File: src/pkg/cbdc_defines.vh
// constants for the card bridge device control register bank
`ifndef CBDC_DEFINES_VH
`define CBDC_DEFINES_VH

// register indices; the byte address is four times the index
`define CBDC_DEVCTL_IDX 8'h92
`define CBDC_DIAG_IDX 8'h93
`define CBDC_ID_IDX 8'hc0
`define CBDC_STAT_IDX 8'hc1
`define CBDC_DEVCTL_ADDR ({2'b00, `CBDC_DEVCTL_IDX, 2'b00})
`define CBDC_DIAG_ADDR ({2'b00, `CBDC_DIAG_IDX, 2'b00})
`define CBDC_ID_ADDR ({2'b00, `CBDC_ID_IDX, 2'b00})
`define CBDC_STAT_ADDR ({2'b00, `CBDC_STAT_IDX, 2'b00})

// reset values
`define CBDC_DEVCTL_RST 8'h66
`define CBDC_DIAG_RST 8'h21

// device control fields
`define CBDC_DC_PWR_HOLD 7
`define CBDC_DC_LV_FORCE 6
`define CBDC_DC_IO_OPT 5
`define CBDC_DC_BUS_HOLD 4
`define CBDC_DC_VTEST 3
`define CBDC_DC_IRQ_HI 2
`define CBDC_DC_IRQ_LO 1
`define CBDC_DC_RTEST 0

// diagnostic fields
`define CBDC_DG_ID_MASK 7
`define CBDC_DG_RSVD 6
`define CBDC_DG_SCC_ROUTE 5
`define CBDC_DG_DLY_OFF 4
`define CBDC_DG_LAT_EXT 3
`define CBDC_DG_DISC_CARD 2
`define CBDC_DG_DISC_HOST 1
`define CBDC_DG_ASYNC 0

// interrupt signalling modes
`define CBDC_IRQ_PAR_BUS 2'b00
`define CBDC_IRQ_PAR_BOTH 2'b01
`define CBDC_IRQ_SER_IRQ 2'b10
`define CBDC_IRQ_SER_BOTH 2'b11

// timing counts in clock cycles
`define CBDC_RETRY_LAT_SHORT 7'd16
`define CBDC_RETRY_LAT_LONG 7'd64
`define CBDC_DISCARD_SHORT 1024
`define CBDC_DISCARD_LONG 32768

// bus answers
`define CBDC_RESP_OKAY 2'b00
`define CBDC_RESP_SLVERR 2'b10

`endif
File: src/design/cbdc_discard_timer.v
// discard timer with a selectable long or short length
`timescale 1ns/1ps
module cbdc_discard_timer #(
   parameter CNT_W = 16,
   parameter LONG_LEN = 32768,
   parameter SHORT_LEN = 1024
) (
   input wire clk,
   input wire nrst,
   input wire run,
   input wire short_sel,
   output reg busy_q,
   output reg expired_q
);
   reg [CNT_W-1:0] cnt_q;
   reg done_q;
   wire [CNT_W-1:0] last;

   assign last = short_sel ? SHORT_LEN[CNT_W-1:0] - 1'b1 : LONG_LEN[CNT_W-1:0] - 1'b1;

   // one expiry per run; the timer rearms only when run drops
   always @(posedge clk or negedge nrst) begin
      if (!nrst) begin
         cnt_q <= {CNT_W{1'b0}};
         done_q <= 1'b0;
         busy_q <= 1'b0;
         expired_q <= 1'b0;
      end else begin
         expired_q <= 1'b0;
         if (!run) begin
            cnt_q <= {CNT_W{1'b0}};
            done_q <= 1'b0;
            busy_q <= 1'b0;
         end else if (!done_q) begin
            busy_q <= 1'b1;
            if (cnt_q >= last) begin
               done_q <= 1'b1;
               busy_q <= 1'b0;
               expired_q <= 1'b1;
            end else begin
               cnt_q <= cnt_q + 1'b1;
            end
         end
      end
   end
endmodule

File: src/design/cbdc_regs.v
// device control and diagnostic register bank with an axi4-lite slave
//
// The implementer's own choice: the AXI4-Lite slave port.
`timescale 1ns/1ps
`include "cbdc_defines.vh"
module cbdc_regs #(
   parameter ADDR_W = 12,
   parameter DISCARD_LONG = `CBDC_DISCARD_LONG,
   parameter DISCARD_SHORT = `CBDC_DISCARD_SHORT,
   parameter [15:0] VENDOR_ID = 16'h5a5a,
   parameter [15:0] DEVICE_ID = 16'ha5a5
) (
   input wire clk,
   input wire nrst,
   input wire [ADDR_W-1:0] s_axi_awaddr,
   input wire [2:0] s_axi_awprot,
   input wire s_axi_awvalid,
   output reg s_axi_awready,
   input wire [31:0] s_axi_wdata,
   input wire [3:0] s_axi_wstrb,
   input wire s_axi_wvalid,
   output reg s_axi_wready,
   output reg [1:0] s_axi_bresp,
   output reg s_axi_bvalid,
   input wire s_axi_bready,
   input wire [ADDR_W-1:0] s_axi_araddr,
   input wire [2:0] s_axi_arprot,
   input wire s_axi_arvalid,
   output reg s_axi_arready,
   output reg [31:0] s_axi_rdata,
   output reg [1:0] s_axi_rresp,
   output reg s_axi_rvalid,
   input wire s_axi_rready,
   input wire d3_state,
   input wire power_off_req,
   output reg power_off_go_q,
   output reg power_off_refused_q,
   output reg low_volt_socket_force_q,
   output reg diag_io_option_q,
   output reg bus_holder_en_q,
   output reg par_irq_en_q,
   output reg ser_irq_en_q,
   output reg par_bus_int_en_q,
   output reg ser_bus_int_en_q,
   input wire sock_int_route,
   input wire [3:0] scc_cfg_sel,
   output reg status_change_route_q,
   output reg status_change_async_on_q,
   output reg delayed_txn_off_q,
   input wire target_wait,
   output reg retry_now_q,
   input wire card_discard_run,
   input wire host_discard_run,
   output reg card_discard_expired_q,
   output reg host_discard_expired_q
);
   localparam CNT_W = 16;

   reg [7:0] device_control_q;
   reg [7:0] diagnostic_control_q;
   reg [ADDR_W-1:0] waddr_q;
   reg aw_hold_q;
   reg [7:0] wbyte_q;
   reg wen_q;
   reg w_hold_q;
   reg [ADDR_W-1:0] raddr_q;
   reg ar_hold_q;
   reg [6:0] lat_cnt_q;
   reg [31:0] rdata_d;
   reg rvalid_addr_ok;
   wire aw_take;
   wire w_take;
   wire ar_take;
   wire do_write;
   wire wr_devctl;
   wire wr_diag;
   wire waddr_ok;
   wire [1:0] irq_mode;
   wire [6:0] lat_last;
   wire card_busy;
   wire host_busy;
   wire card_exp;
   wire host_exp;

   assign aw_take = s_axi_awvalid & s_axi_awready;
   assign w_take = s_axi_wvalid & s_axi_wready;
   assign ar_take = s_axi_arvalid & s_axi_arready;
   assign do_write = aw_hold_q & w_hold_q & ~s_axi_bvalid;
   assign wr_devctl = do_write & wen_q & (waddr_q == `CBDC_DEVCTL_ADDR);
   assign wr_diag = do_write & wen_q & (waddr_q == `CBDC_DIAG_ADDR);
   assign waddr_ok = (waddr_q == `CBDC_DEVCTL_ADDR) | (waddr_q == `CBDC_DIAG_ADDR) |
                     (waddr_q == `CBDC_ID_ADDR) | (waddr_q == `CBDC_STAT_ADDR);
   assign irq_mode = device_control_q[`CBDC_DC_IRQ_HI:`CBDC_DC_IRQ_LO];

   // write address and data are caught separately, in either order
   always @(posedge clk or negedge nrst) begin
      if (!nrst) begin
         s_axi_awready <= 1'b0;
         s_axi_wready <= 1'b0;
         aw_hold_q <= 1'b0;
         w_hold_q <= 1'b0;
         waddr_q <= {ADDR_W{1'b0}};
         wbyte_q <= 8'h00;
         wen_q <= 1'b0;
         s_axi_bvalid <= 1'b0;
         s_axi_bresp <= `CBDC_RESP_OKAY;
      end else begin
         if (aw_take) begin
            aw_hold_q <= 1'b1;
            waddr_q <= s_axi_awaddr;
            s_axi_awready <= 1'b0;
         end else if (!aw_hold_q && !s_axi_bvalid) begin
            s_axi_awready <= 1'b1;
         end
         if (w_take) begin
            w_hold_q <= 1'b1;
            wbyte_q <= s_axi_wdata[7:0];
            // only the low byte lane carries register bits
            wen_q <= s_axi_wstrb[0];
            s_axi_wready <= 1'b0;
         end else if (!w_hold_q && !s_axi_bvalid) begin
            s_axi_wready <= 1'b1;
         end
         if (do_write) begin
            aw_hold_q <= 1'b0;
            w_hold_q <= 1'b0;
            s_axi_bvalid <= 1'b1;
            s_axi_bresp <= waddr_ok ? `CBDC_RESP_OKAY : `CBDC_RESP_SLVERR;
         end else if (s_axi_bvalid && s_axi_bready) begin
            s_axi_bvalid <= 1'b0;
            s_axi_bresp <= `CBDC_RESP_OKAY;
         end
      end
   end

   // the registers themselves
   always @(posedge clk or negedge nrst) begin
      if (!nrst) begin
         device_control_q <= `CBDC_DEVCTL_RST;
         diagnostic_control_q <= `CBDC_DIAG_RST;
      end else begin
         // test bits 3 and 0 are stored as written; software keeps them at 0
         if (wr_devctl) begin
            device_control_q <= wbyte_q;
         end
         if (wr_diag) begin
            diagnostic_control_q <= wbyte_q;
            diagnostic_control_q[`CBDC_DG_RSVD] <= 1'b0;
         end
      end
   end

   // read channel: answer one edge after the address is taken
   always @* begin
      rdata_d = 32'h0000_0000;
      rvalid_addr_ok = 1'b1;
      case (raddr_q)
         `CBDC_DEVCTL_ADDR: begin
            rdata_d = {24'h000000, device_control_q};
         end
         `CBDC_DIAG_ADDR: begin
            rdata_d = {24'h000000, diagnostic_control_q};
            rdata_d[`CBDC_DG_RSVD] = 1'b0;
         end
         `CBDC_ID_ADDR: begin
            if (diagnostic_control_q[`CBDC_DG_ID_MASK]) begin
               rdata_d = 32'hffff_ffff;
            end else begin
               rdata_d = {DEVICE_ID, VENDOR_ID};
            end
         end
         `CBDC_STAT_ADDR: begin
            rdata_d = {26'h0000000, lat_cnt_q != 7'd0, host_busy, card_busy,
                       status_change_route_q, d3_state,
                       device_control_q[`CBDC_DC_PWR_HOLD] & d3_state};
         end
         default: begin
            rvalid_addr_ok = 1'b0;
         end
      endcase
   end

   always @(posedge clk or negedge nrst) begin
      if (!nrst) begin
         s_axi_arready <= 1'b0;
         ar_hold_q <= 1'b0;
         raddr_q <= {ADDR_W{1'b0}};
         s_axi_rvalid <= 1'b0;
         s_axi_rdata <= 32'h0000_0000;
         s_axi_rresp <= `CBDC_RESP_OKAY;
      end else begin
         if (ar_take) begin
            ar_hold_q <= 1'b1;
            raddr_q <= s_axi_araddr;
            s_axi_arready <= 1'b0;
         end else if (ar_hold_q && !s_axi_rvalid) begin
            ar_hold_q <= 1'b0;
            s_axi_rvalid <= 1'b1;
            s_axi_rdata <= rdata_d;
            s_axi_rresp <= rvalid_addr_ok ? `CBDC_RESP_OKAY : `CBDC_RESP_SLVERR;
         end else if (s_axi_rvalid && s_axi_rready) begin
            s_axi_rvalid <= 1'b0;
            s_axi_rdata <= 32'h0000_0000;
            s_axi_rresp <= `CBDC_RESP_OKAY;
         end else if (!ar_hold_q && !s_axi_rvalid) begin
            s_axi_arready <= 1'b1;
         end
      end
   end

   // socket power: a lock keeps the card powered for wake events in D3
   always @(posedge clk or negedge nrst) begin
      if (!nrst) begin
         power_off_go_q <= 1'b0;
         power_off_refused_q <= 1'b0;
      end else begin
         if (power_off_req && device_control_q[`CBDC_DC_PWR_HOLD] && d3_state) begin
            power_off_go_q <= 1'b0;
            power_off_refused_q <= 1'b1;
         end else begin
            power_off_go_q <= power_off_req;
            power_off_refused_q <= 1'b0;
         end
      end
   end

   // control decodes, registered so every output comes from a flop
   always @(posedge clk or negedge nrst) begin
      if (!nrst) begin
         low_volt_socket_force_q <= 1'b0;
         diag_io_option_q <= 1'b0;
         bus_holder_en_q <= 1'b0;
         par_irq_en_q <= 1'b0;
         ser_irq_en_q <= 1'b0;
         par_bus_int_en_q <= 1'b0;
         ser_bus_int_en_q <= 1'b0;
         status_change_route_q <= 1'b0;
         status_change_async_on_q <= 1'b0;
         delayed_txn_off_q <= 1'b0;
      end else begin
         low_volt_socket_force_q <= device_control_q[`CBDC_DC_LV_FORCE];
         diag_io_option_q <= device_control_q[`CBDC_DC_IO_OPT];
         bus_holder_en_q <= device_control_q[`CBDC_DC_BUS_HOLD];
         case (irq_mode)
            `CBDC_IRQ_PAR_BUS: begin
               par_irq_en_q <= 1'b0;
               ser_irq_en_q <= 1'b0;
               par_bus_int_en_q <= 1'b1;
               ser_bus_int_en_q <= 1'b0;
            end
            `CBDC_IRQ_PAR_BOTH: begin
               par_irq_en_q <= 1'b1;
               ser_irq_en_q <= 1'b0;
               par_bus_int_en_q <= 1'b1;
               ser_bus_int_en_q <= 1'b0;
            end
            `CBDC_IRQ_SER_IRQ: begin
               par_irq_en_q <= 1'b0;
               ser_irq_en_q <= 1'b1;
               par_bus_int_en_q <= 1'b1;
               ser_bus_int_en_q <= 1'b0;
            end
            default: begin
               par_irq_en_q <= 1'b0;
               ser_irq_en_q <= 1'b1;
               par_bus_int_en_q <= 1'b0;
               ser_bus_int_en_q <= 1'b1;
            end
         endcase
         // with the new routing the older per-socket bit is a don't care
         if (diagnostic_control_q[`CBDC_DG_SCC_ROUTE]) begin
            status_change_route_q <= (scc_cfg_sel == 4'h0);
         end else begin
            status_change_route_q <= sock_int_route;
         end
         status_change_async_on_q <= diagnostic_control_q[`CBDC_DG_ASYNC];
         delayed_txn_off_q <= diagnostic_control_q[`CBDC_DG_DLY_OFF];
      end
   end

   // retry latency: a target that cannot answer in time is retried
   assign lat_last = diagnostic_control_q[`CBDC_DG_LAT_EXT] ?
                     `CBDC_RETRY_LAT_LONG - 7'd1 : `CBDC_RETRY_LAT_SHORT - 7'd1;

   always @(posedge clk or negedge nrst) begin
      if (!nrst) begin
         lat_cnt_q <= 7'd0;
         retry_now_q <= 1'b0;
      end else begin
         retry_now_q <= 1'b0;
         if (!target_wait) begin
            lat_cnt_q <= 7'd0;
         end else if (lat_cnt_q >= lat_last) begin
            lat_cnt_q <= 7'd0;
            retry_now_q <= 1'b1;
         end else begin
            lat_cnt_q <= lat_cnt_q + 7'd1;
         end
      end
   end

   // discard timers for the card side and the host side
   cbdc_discard_timer #(
      .CNT_W(CNT_W),
      .LONG_LEN(DISCARD_LONG),
      .SHORT_LEN(DISCARD_SHORT)
   ) u_card_discard (
      .clk(clk),
      .nrst(nrst),
      .run(card_discard_run),
      .short_sel(diagnostic_control_q[`CBDC_DG_DISC_CARD]),
      .busy_q(card_busy),
      .expired_q(card_exp)
   );

   cbdc_discard_timer #(
      .CNT_W(CNT_W),
      .LONG_LEN(DISCARD_LONG),
      .SHORT_LEN(DISCARD_SHORT)
   ) u_host_discard (
      .clk(clk),
      .nrst(nrst),
      .run(host_discard_run),
      .short_sel(diagnostic_control_q[`CBDC_DG_DISC_HOST]),
      .busy_q(host_busy),
      .expired_q(host_exp)
   );

   always @(posedge clk or negedge nrst) begin
      if (!nrst) begin
         card_discard_expired_q <= 1'b0;
         host_discard_expired_q <= 1'b0;
      end else begin
         card_discard_expired_q <= card_exp;
         host_discard_expired_q <= host_exp;
      end
   end
endmodule

File: config.mk
export PLATFORM = sky130hd
export DESIGN_NAME = cbdc_regs
export DESIGN_NICKNAME = d
export VERILOG_FILES = /design/src/design/cbdc_discard_timer.v /design/src/design/cbdc_regs.v
export VERILOG_INCLUDE_DIRS = /design/src /design/src/pkg
export SDC_FILE = /design/constraint.sdc
export NUM_CORES = 1
export LEC_CHECK = 0
export ABC_CLOCK_PERIOD_IN_PS = 2400
export BUFFER_PORTS_ARGS = -buffer_cell sky130_fd_sc_hd__buf_2
export CAP_MARGIN = 20
export CORE_MARGIN = 3
export CORE_UTILIZATION = 54
export CTS_CLUSTER_DIAMETER = 60
export DETAILED_ROUTE_END_ITERATION = 16
export GPL_TIMING_DRIVEN = 0
export PLACE_DENSITY = 0.89
export SLEW_MARGIN = 20
export SYNTH_ARGS = -nofsm -noshare
export SYNTH_HDL_FRONTEND = slang
export SYNTH_HIERARCHICAL = 1
export SYNTH_SLANG_ARGS = --single-unit
File: constraint.sdc
create_clock -name clk -period 2.4 [get_ports clk]
set_input_delay 0.12 -clock clk [delete_from_list [all_inputs] [get_ports clk]]
set_output_delay 0.12 -clock clk [all_outputs]
set_load 0.02 [all_outputs]
Word-level counts from Yosys, hierarchy flattened --
Index checks and enable logic that the tools add are counted.
Cells by class: $lt $le $gt $ge 3, $add $sub $neg 3, bitwise operators 14, reductions and logical operators 31, mux-type cells 65, equal/unequal tests 16
Operator list (count):
- one-hot mux 32 bit (4 select lines) | 1
- equality test 12 x 10 -> 1 bit (second input constant) | 8
- two-way mux 16 bit | 6
- two-way mux 32 bit | 2
- two-way mux 1 bit | 44
- adder 16 x 1 -> 16 bit (second input constant) | 2
- greater-or-equal comparator 16 bit | 2
- two-way mux 31 bit | 1
- two-way mux 15 bit | 2
- nonzero test 2 bit | 8
- two-way mux 7 bit | 2
- two-way mux 2 bit | 6
- inequality test 2 bit (second input constant) | 6
- AND 1 bit | 9
- logical AND 1 bit | 8
- adder 7 x 1 -> 7 bit (second input constant) | 1
- greater-or-equal comparator 7 x 6 -> 1 bit | 1
- nonzero test 7 bit | 1
- two-way mux 6 bit | 1
- AND reduction 2 bit | 3
- logical NOT 1 bit | 5
- logical NOT 4 bit | 1
- OR reduction 4 bit | 1
- bitwise OR 1 bit | 3
- 7 further kinds | 8
Word-level totals: flip-flop bits (word level) 152, word-level logic and storage cells 173, bits of input ports 83, output and inout port bits 56

Logic depth before layout (Yosys ltp) --
Gate-level depths: netlist (run 1).
depth in word-level cells 6, gate-level depth with buffers 8, gate-level depth less buffers 6

By module --
The synthesis (run 1) kept the hierarchy.
By module, submodules not included:
- cbdc_regs | area an instance 3875.0 µm², cells each 296, seq. area each 2259.7 µm², instances 1
- cbdc_discard_timer | area an instance 1084.8 µm², cells each 116, seq. area each 475.5 µm², instances 2

Least setup slack after synthesis (run 1) --
No wires, ideal clock.
kind flip-flop to flip-flop, start reg diagnostic_control_q[2], end reg u_card_discard.cnt_q[9], stages on the path, launching flop included 7, buffers on the path 0, path slack 0.191 ns, library setup time 0.078 ns, data arrival time 2.131 ns, data required time 2.322 ns, clock period less this slack 2.209 ns, path through dfrtp_1 ha_1 a21o_2 and2_1 or4_4 or4_1 a21oi_1
Between the ends: cells in the longest elaborated chain, start to end 4
RTL lines:
- start: declaration | line cbdc_regs.v:60 | reg [7:0] diagnostic_control_q;
- start signal: assignment | line cbdc_regs.v:140 | diagnostic_control_q <= `CBDC_DIAG_RST;
- start signal: assignment | line cbdc_regs.v:147 | diagnostic_control_q <= wbyte_q;
- two-way mux 15 bit | line cbdc_discard_timer.v:19 | assign last = short_sel ? SHORT_LEN[CNT_W-1:0] - 1'b1 : LONG_LEN[CNT_W-1:0] - 1'b1;
- greater-or-equal comparator 16 bit | line cbdc_discard_timer.v:36 | if (cnt_q >= last) begin
- inequality test 2 bit (no source line)
- AND reduction 2 bit (no source line)
- end signal: assignment | line cbdc_discard_timer.v:24 | cnt_q <= {CNT_W{1'b0}};
- end signal: assignment | line cbdc_discard_timer.v:31 | cnt_q <= {CNT_W{1'b0}};
- end signal: assignment | line cbdc_discard_timer.v:41 | cnt_q <= cnt_q + 1'b1;
- end: declaration | line cbdc_discard_timer.v:15 | reg [CNT_W-1:0] cnt_q;
Every way passes these cells. A chain may end at the register's enable or synchronous reset.

Final worst setup path (run 1) --
start reg diagnostic_control_q[1], end reg u_host_discard.cnt_q[9]
Between the ends: cells in the longest elaborated chain, start to end 4
RTL lines (line):
- two-way mux 15 bit | cbdc_discard_timer.v:19
- greater-or-equal comparator 16 bit | cbdc_discard_timer.v:36
- inequality test 2 bit (no source line)
- AND reduction 2 bit (no source line)
- end signal: assignment | cbdc_discard_timer.v:24
- end signal: assignment | cbdc_discard_timer.v:31
- end signal: assignment | cbdc_discard_timer.v:41
- end: declaration | cbdc_discard_timer.v:15
Every way passes these cells.

==> reports/qor.txt, run 1 <==
Max-Cap Viols -> 0
Global-route wire length before repair -> 25500 um
Period minus WS final -> 2.37 ns
Final Skew -> 0.00865 ns
Simple-gate portion of the synthesized area -> 0.165
Ys async rst share -> 1.00
Leakage -> 0.00373 uW
GRT Total Usage -> 0.256
Most frequent cells in the layout -> 120 x dfrtp_1, 103 x buf_2, 46 x dlygate4sd3_1, 42 x mux2_2, 34 x a21oi_1
Top FF cell, synth -> dfrtp_1
Largest family of logic cells by synthesized area -> simple AND/OR/NAND/NOR gates
Period Utilization, post-route -> 0.988
Largest net degree at the start of global routing -> 71
Slew margin rel. -> 0.598
HPWL Detailed -> 9530 um
P per Cell Area -> 872 mW/mm^2
Post-route setup TNS -> 0 ns
Initial antenna violation count -> 0
Leading area contributor after synthesis -> dfrtp_1
Starting Density -> 0.555
First-pass iteration count of the detailed router -> 5
Row count -> 38
GRT Residual Overflow -> 0
Final cell count without fillers -> 853
Clock root buffer -> clkbuf_8
CTS tree -> done
Synth top area share -> 0.505
Mapped Avg Cell Area -> 11.4 um^2
CORE AREA -> 0.0109 mm^2
Unrepaired setup endpoints after global routing -> yes
Post-Synth XOR/XNOR Area -> 0.0101
DP Cell Count -> 773
Total wire length -> 15900 um
Syn Inst Count -> 528
Gpl congestion -> 0.875
Number of synthesis warnings -> 6
Largest cells by area after synthesis -> dfrtp_1 51%, mux2_2 7.8%, ha_1 3.3%
Drt wl/cell -> 18.6 um
Synth Cell Area -> 0.00604 mm^2
Setup violators final -> 0
Initial DRC Count -> 494
Worst hold path class -> in -> async
Most common cell after layout, fill and taps aside -> dfrtp_1
Vias -> 5050
Worst slew pin tran -> 0.599 ns
Sequential cell area -> 0.00321 mm^2
FF+latch count, synth -> 128
Max Clock Freq -> 422 MHz
Die area -> 0.0125 mm^2
Port Buffer Count -> 103
Area Overhead vs Synth -> 32.1%
Worst VDD drop -> 0.000722 V
Clock sinks -> 128
Die width -> 112 um
Max clock buf depth -> 2
CTS Buf Count -> 17
Setup crit start kind -> flip-flop
Multi-input logic area -> 0.00260 mm^2
DIE HEIGHT -> 112 um
Critical Path Sink Type -> flip-flop
Vias per cell -> 5.92
Final-report hold violation count -> 0
Power Total -> 6960 uW
Final ANT Viol Nets -> 0
Final WS setup -> 0.0278 ns
CP max FO -> 7
Mux cell area share after synthesis -> 0.0973
Nets@finish -> 799
Worst slack at placement -> -0.0406 ns
Distinct cells, synth -> 57
Fill count -> 653
Post-synth EDFFs -> 0
Clk Latency, worst-skew pair -> 0.53 ns
CP Class -> reg -> reg
Area share of fa/ha/maj cells after synthesis -> 0.0331
ANT cells -> 0
Vias in the first global route -> 5283
Outcome -> finished, final reports clean
Post-synthesis compound-gate area fraction -> 0.110
H-tree depth -> 4
Remaining routing DRC violations -> 0
I/O pins -> 139
Clk slew on worst S/H paths -> 0.06 ns
Seq/Total Area, Yosys -> 0.531
Crit path required time -> 2.85 ns
Share of cells above drive strength 1 -> 0.353
Final Slew Violations -> 0
WP data arrival -> 2.82 ns
-- synthesized netlist by cell type, types with 7 or more instances --
master,n
nor2_1,24
or3_1,18
mux2_2,42
o21ai_0,25
ha_1,16
clkbuf_1,9
nand2_1,25
mux2_4,7
inv_1,13
nor3_1,9
a21oi_1,38
or4_1,8
and3_1,8
buf_4,24
dfrtp_1,122
nand4_1,7
o31ai_1,9
nand3_1,27
-- final timing paths --
path | startpoint | to | cells past startpoint | slack [ns]
max | diagnostic_control_q[1] | u_host_discard/cnt_q[9] | 6 | 0.03
min | nrst | lat_cnt_q[0] | 2 | 0.13
max reg2reg | diagnostic_control_q[1] | u_host_discard/cnt_q[9] | 6 | 0.03
min reg2reg | u_host_discard/expired_q | host_discard_expired_q | 0 | 0.35
max in group asynchronous | nrst | device_control_q[2] | 3 | 1.52
min in group clk | s_axi_arvalid | raddr_q[3] | 3 | 0.24
-- cell type report --
type / instances / area share
flip-flops and latches: 128 / 0.403
clock inverters: 15 / 0.0290
plain buffers: 39 / 0.0335
clock buffers: 17 / 0.0519
inverters: 15 / 0.00705
well taps: 140 / 0.0219
multi-input cells: 347 / 0.326
repair buffers: 152 / 0.128
-- per-stage QoR --
stage | hold WS [ns] | instance area [um^2] | util
5_1_grt | 0.167 | 7980 | 0.733
3_5_place_dp | 0.123 | 6770 | 0.622
4_1_cts | 0.137 | 7890 | 0.725
2_1_floorplan | -0.176 | 6050 | -
6_report | 0.127 | 7980 | 0.733
3_3_place_gp | 0.317 | 6740 | 0.619
-- state kept, by name (all words and copies together) (netlist names), 7 cells and up --
name	cells
raddr_q	12
u_host_discard/cnt_q	16
diagnostic_control_q	7
lat_cnt_q	7
device_control_q	8
u_card_discard/cnt_q	16
waddr_q	12
wbyte_q	8
s_axi_rdata	10
-- critical path: stages, from the launching register on --
cell     delay [ns]
dfrtp_2        0.49
ha_4           0.27
a21o_2         0.21
and2_1         0.18
or4_4          0.54
or4_4          0.44
a21oi_2        0.16
-- report_power, final --
group	total (uW)	internal, uW	switching, uW
registers	2880	2550	325
clock network	2800	1800	998
logic	1280	594	684
-- logic make-up after synthesis --
family / after synthesis
compound gates: 104
xor+xnor: 7
fa+ha+maj: 16
buf+inv: 54
flops: 128
mux: 50
other cells: 1
simple gates: 168
-- layer usage --
| metal | track usage | part of all wire |
|---|---|---|
| met1 | 0.291 | 0.38 |
| met2 | 0.454 | 0.53 |
| met3 | 0.0712 | 0.066 |
| met4 | 0.102 | 0.025 |
| met5 | 0 | 0 |
-- timing repair --
| item | CTS | global route |
|---|---|---|
| cloned | 0 | 0 |
| endpoints found under the hold margin | 117 | 0 |
| resized for setup | 4 | 16 |
| endpoints found under the setup margin | 14 | 22 |
| buffers inserted | 0 | 2 |
| pin swaps | 0 | 6 |
| hold buffers | 46 | 0 |
No activity file was read; power rests on OpenSTA's default activity.
==> run 2: changes to the inputs <==
- ABC_CLOCK_PERIOD_IN_PS: 2400 -> 2000
- CORE_UTILIZATION: 54 -> 49
- PLACE_DENSITY: 0.89 -> 0.85
- SETUP_SLACK_MARGIN: unset -> 0.3
- clock period: 2.4 -> 2 ns (I/O delays scaled with it)
==> run 2 against run 1 <==
Against the previous run: the run now ends with setup timing left; core utilization decreased by 1.7 points; final cell count increased by 1.5%; flip-flop and latch count unchanged; combinational power increased by 27%; hold slack got worse by 0.035 ns; global-route usage decreased by 2.6 points; design area increased by 5.0%; total power increased by 18%; via count increased by 1.0%; setup slack got worse by 0.30 ns; non-clock buffer count increased by 10; sequential share of layout area decreased by 1.9 points; critical endpoint is now u_card_discard/cnt_q[13]; largest cell class unchanged.
==> reports/qor.txt, run 2 (synthesized netlist as in run 1, its figures left out) <==
Final-report hold violation count -> 0 (unchanged)
H-tree depth -> 4 (unchanged)
Vias -> 5101 (+1.0%)
Vias per cell -> 5.89 (-0.51%)
Vias in the first global route -> 5050 (-4.4%)
GRT Residual Overflow -> 0 (unchanged)
Worst slack at placement -> -0.293 ns (-0.252 ns)
Period minus WS final -> 2.27 ns (-0.100 ns)
Clk Latency, worst-skew pair -> 0.42 ns (-0.11 ns)
Initial antenna violation count -> 0 (unchanged)
CORE AREA -> 0.0117 mm^2 (+7.6%)
Gpl congestion -> 0.889 (+1.6%)
Int Power -> 5800 uW (+17%)
Period Utilization, post-route -> 1.14 (+0.147)
Max clock buf depth -> 2 (unchanged)
Total wire length -> 16100 um (+1.7%)
Max Clock Freq -> 440 MHz (+4.4%)
WP data arrival -> 2.56 ns (-0.26 ns)
Worst slew pin tran -> 0.611 ns (+0.0119 ns)
CP max FO -> 10 (+3)
Final WS setup -> -0.272 ns (-0.300 ns)
Comb pwr share -> 0.198 (+0.014)
ANT cells -> 0 (unchanged)
Max-Cap Viols -> 0 (unchanged)
Failing checks -> setup timing
Die width -> 117 um (+4.7%)
Clock sinks -> 128 (unchanged)
Most frequent cells in the layout -> 119 x dfrtp_1, 103 x buf_2, 45 x dlygate4sd3_1, 34 x mux2_2, 32 x buf_4
Clock root buffer -> clkbuf_16
I/O pins -> 139 (unchanged)
Crit path required time -> 2.29 ns (-0.56 ns)
HPWL Detailed -> 9640 um (+1.1%)
Sequential cell area -> 0.00321 mm^2 (about the same)
CTS Buf Count -> 17 (unchanged)
Unrepaired setup endpoints after global routing -> yes
Final cell count without fillers -> 866 (+1.5%)
Worst hold path class -> in -> reg
CP Class -> reg -> reg
Largest net degree at the start of global routing -> 73 (+2.8%)
Biggest regs -> u_card_discard/cnt_q: 16 flops, u_host_discard/cnt_q: 16 flops
Switch share -> 0.290 (+0.00185)
Final Skew -> 0.0102 ns (+0.00154 ns)
Clock network power share -> 0.376 (-0.027)
DP Cell Count -> 776 (+0.39%)
Leakage -> 0.00382 uW (+2.5%)
Worst VDD drop -> 0.000883 V (+22%)
Starting Density -> 0.516 (-0.0390)
Multi-input logic area -> 0.00292 mm^2 (+12%)
Hold Crit Start -> scc_cfg_sel[2]
Worst Setup SP -> u_card_discard/cnt_q[13]
Clk slew on worst S/H paths -> 0.05 ns (about the same)
Power Total -> 8180 uW (+18%)
DIE HEIGHT -> 117 um (+4.7%)
Initial DRC Count -> 446 (-9.7%)
Nets@finish -> 809 (+1.3%)
Fin area -> 0.00838 mm^2 (+5.0%)
Critical Path Sink Type -> flip-flop
Row count -> 39 (+2.6%)
Port Buffer Count -> 103 (unchanged)
CTS tree -> done
Origin of the critical flop-to-flop path -> u_card_discard/cnt_q[13]
Share of cells above drive strength 1 -> 0.440 (+0.0864)
First-pass iteration count of the detailed router -> 5 (unchanged)
GRT Total Usage -> 0.230 (-0.0259)
Die area -> 0.0137 mm^2 (+9.6%)
Most common cell after layout, fill and taps aside -> dfrtp_1
Slew margin rel. -> 0.593 (-0.00491)
Final ANT Viol Nets -> 0 (unchanged)
Remaining routing DRC violations -> 0 (unchanged)
Fill count -> 732 (+12%)
Drt wl/cell -> 18.6 um (+0.14%)
P per Cell Area -> 976 mW/mm^2 (+12%)
Setup violators final -> 33 (+33)
Placed Area -> 0.00683 mm^2 (+0.87%)
Global-route wire length before repair -> 24500 um (-4.0%)
Area Overhead vs Synth -> 38.7%
Sequential power share -> 0.426 (+0.012)
Sw Pwr -> 2370 uW (+18%)
Outcome -> complete, but fails checks
Post-route setup TNS -> -5.80 ns (-5.80 ns)
Setup crit start kind -> flip-flop
Final Slew Violations -> 0 (unchanged)
[run 2: cell types whose count changed in the layout (fill, tap and decap cells not counted), sizes merged]
cell / before / now
buf: 136 / 148
clkbuf: 26 / 31
bufinv: 5 / 2
inv: 16 / 13
clkinv: 7 / 6
clkinvlp: 2 / 3
dlygate4sd3: 46 / 45
[run 2: area by class of cell]
cell class                 count  area share
buffer                        39      0.0361
inverter                      15     0.00672
timing repair buffer         162       0.133
sequential                   128       0.383
tap                          143      0.0213
clock inverter                 9      0.0127
clock buffer                  23      0.0582
multi-input combinational    347       0.349
[run 2: per-layer routing]
layer / GRT usage / vias up / routed length, um
met5: 0 / - / 0
met4: 0.102 / 0 / 432
met3: 0.0535 / 49 / 897
met2: 0.395 / 235 / 8400
met1: 0.276 / 2532 / 6400
li1: - / 2285 / -
[run 2: power by group through the flow]
stage          clock, uW  combinational (uW)  sequential [uW]
3_5_place_dp           0                1430             3460
2_1_floorplan          0                 933             3460
5_1_grt             3230                1760             3550
4_1_cts             3090                1540             3430
6_report            3070                1620             3490
3_3_place_gp           0                1350             3420
[run 2: per-stage QoR]
step	util	hold slack (ns)
3_5_place_dp	0.583	0.0952
5_1_grt	0.716	0.106
4_1_cts	0.699	0.0814
6_report	0.716	0.0923
2_1_floorplan	-	-0.196
3_3_place_gp	0.580	0.294
[run 2: timing repair]
action / 4_1_cts / 5_1_grt
gates resized for setup: 46 / 49
hold buffers: 45 / 0
pin swaps: 16 / 4
setup buffers: 11 / 1
hold endpoints to repair: 97 / 0
setup endpoints to repair: 69 / 62
cloned: 0 / 1
[run 2: final timing paths]
kind | slack [ns] | cells past startpoint | to
max | -0.27 | 7 | u_card_discard/cnt_q[13]
max in group asynchronous | 1.04 | 3 | diagnostic_control_q[0]
max reg2reg | -0.27 | 7 | u_card_discard/cnt_q[13]
min reg2reg | 0.35 | 0 | host_discard_expired_q
min | 0.09 | 3 | status_change_route_q
min in group asynchronous | 0.21 | 2 | waddr_q[11]
[run 2: worst max-delay path: stages (launching register included)]
cell	delay, ns
dfrtp_1	0.46
ha_4	0.29
a21o_4	0.20
a21bo_1	0.18
or3_4	0.37
buf_8	0.16
o31ai_1	0.37
a21oi_2	0.10
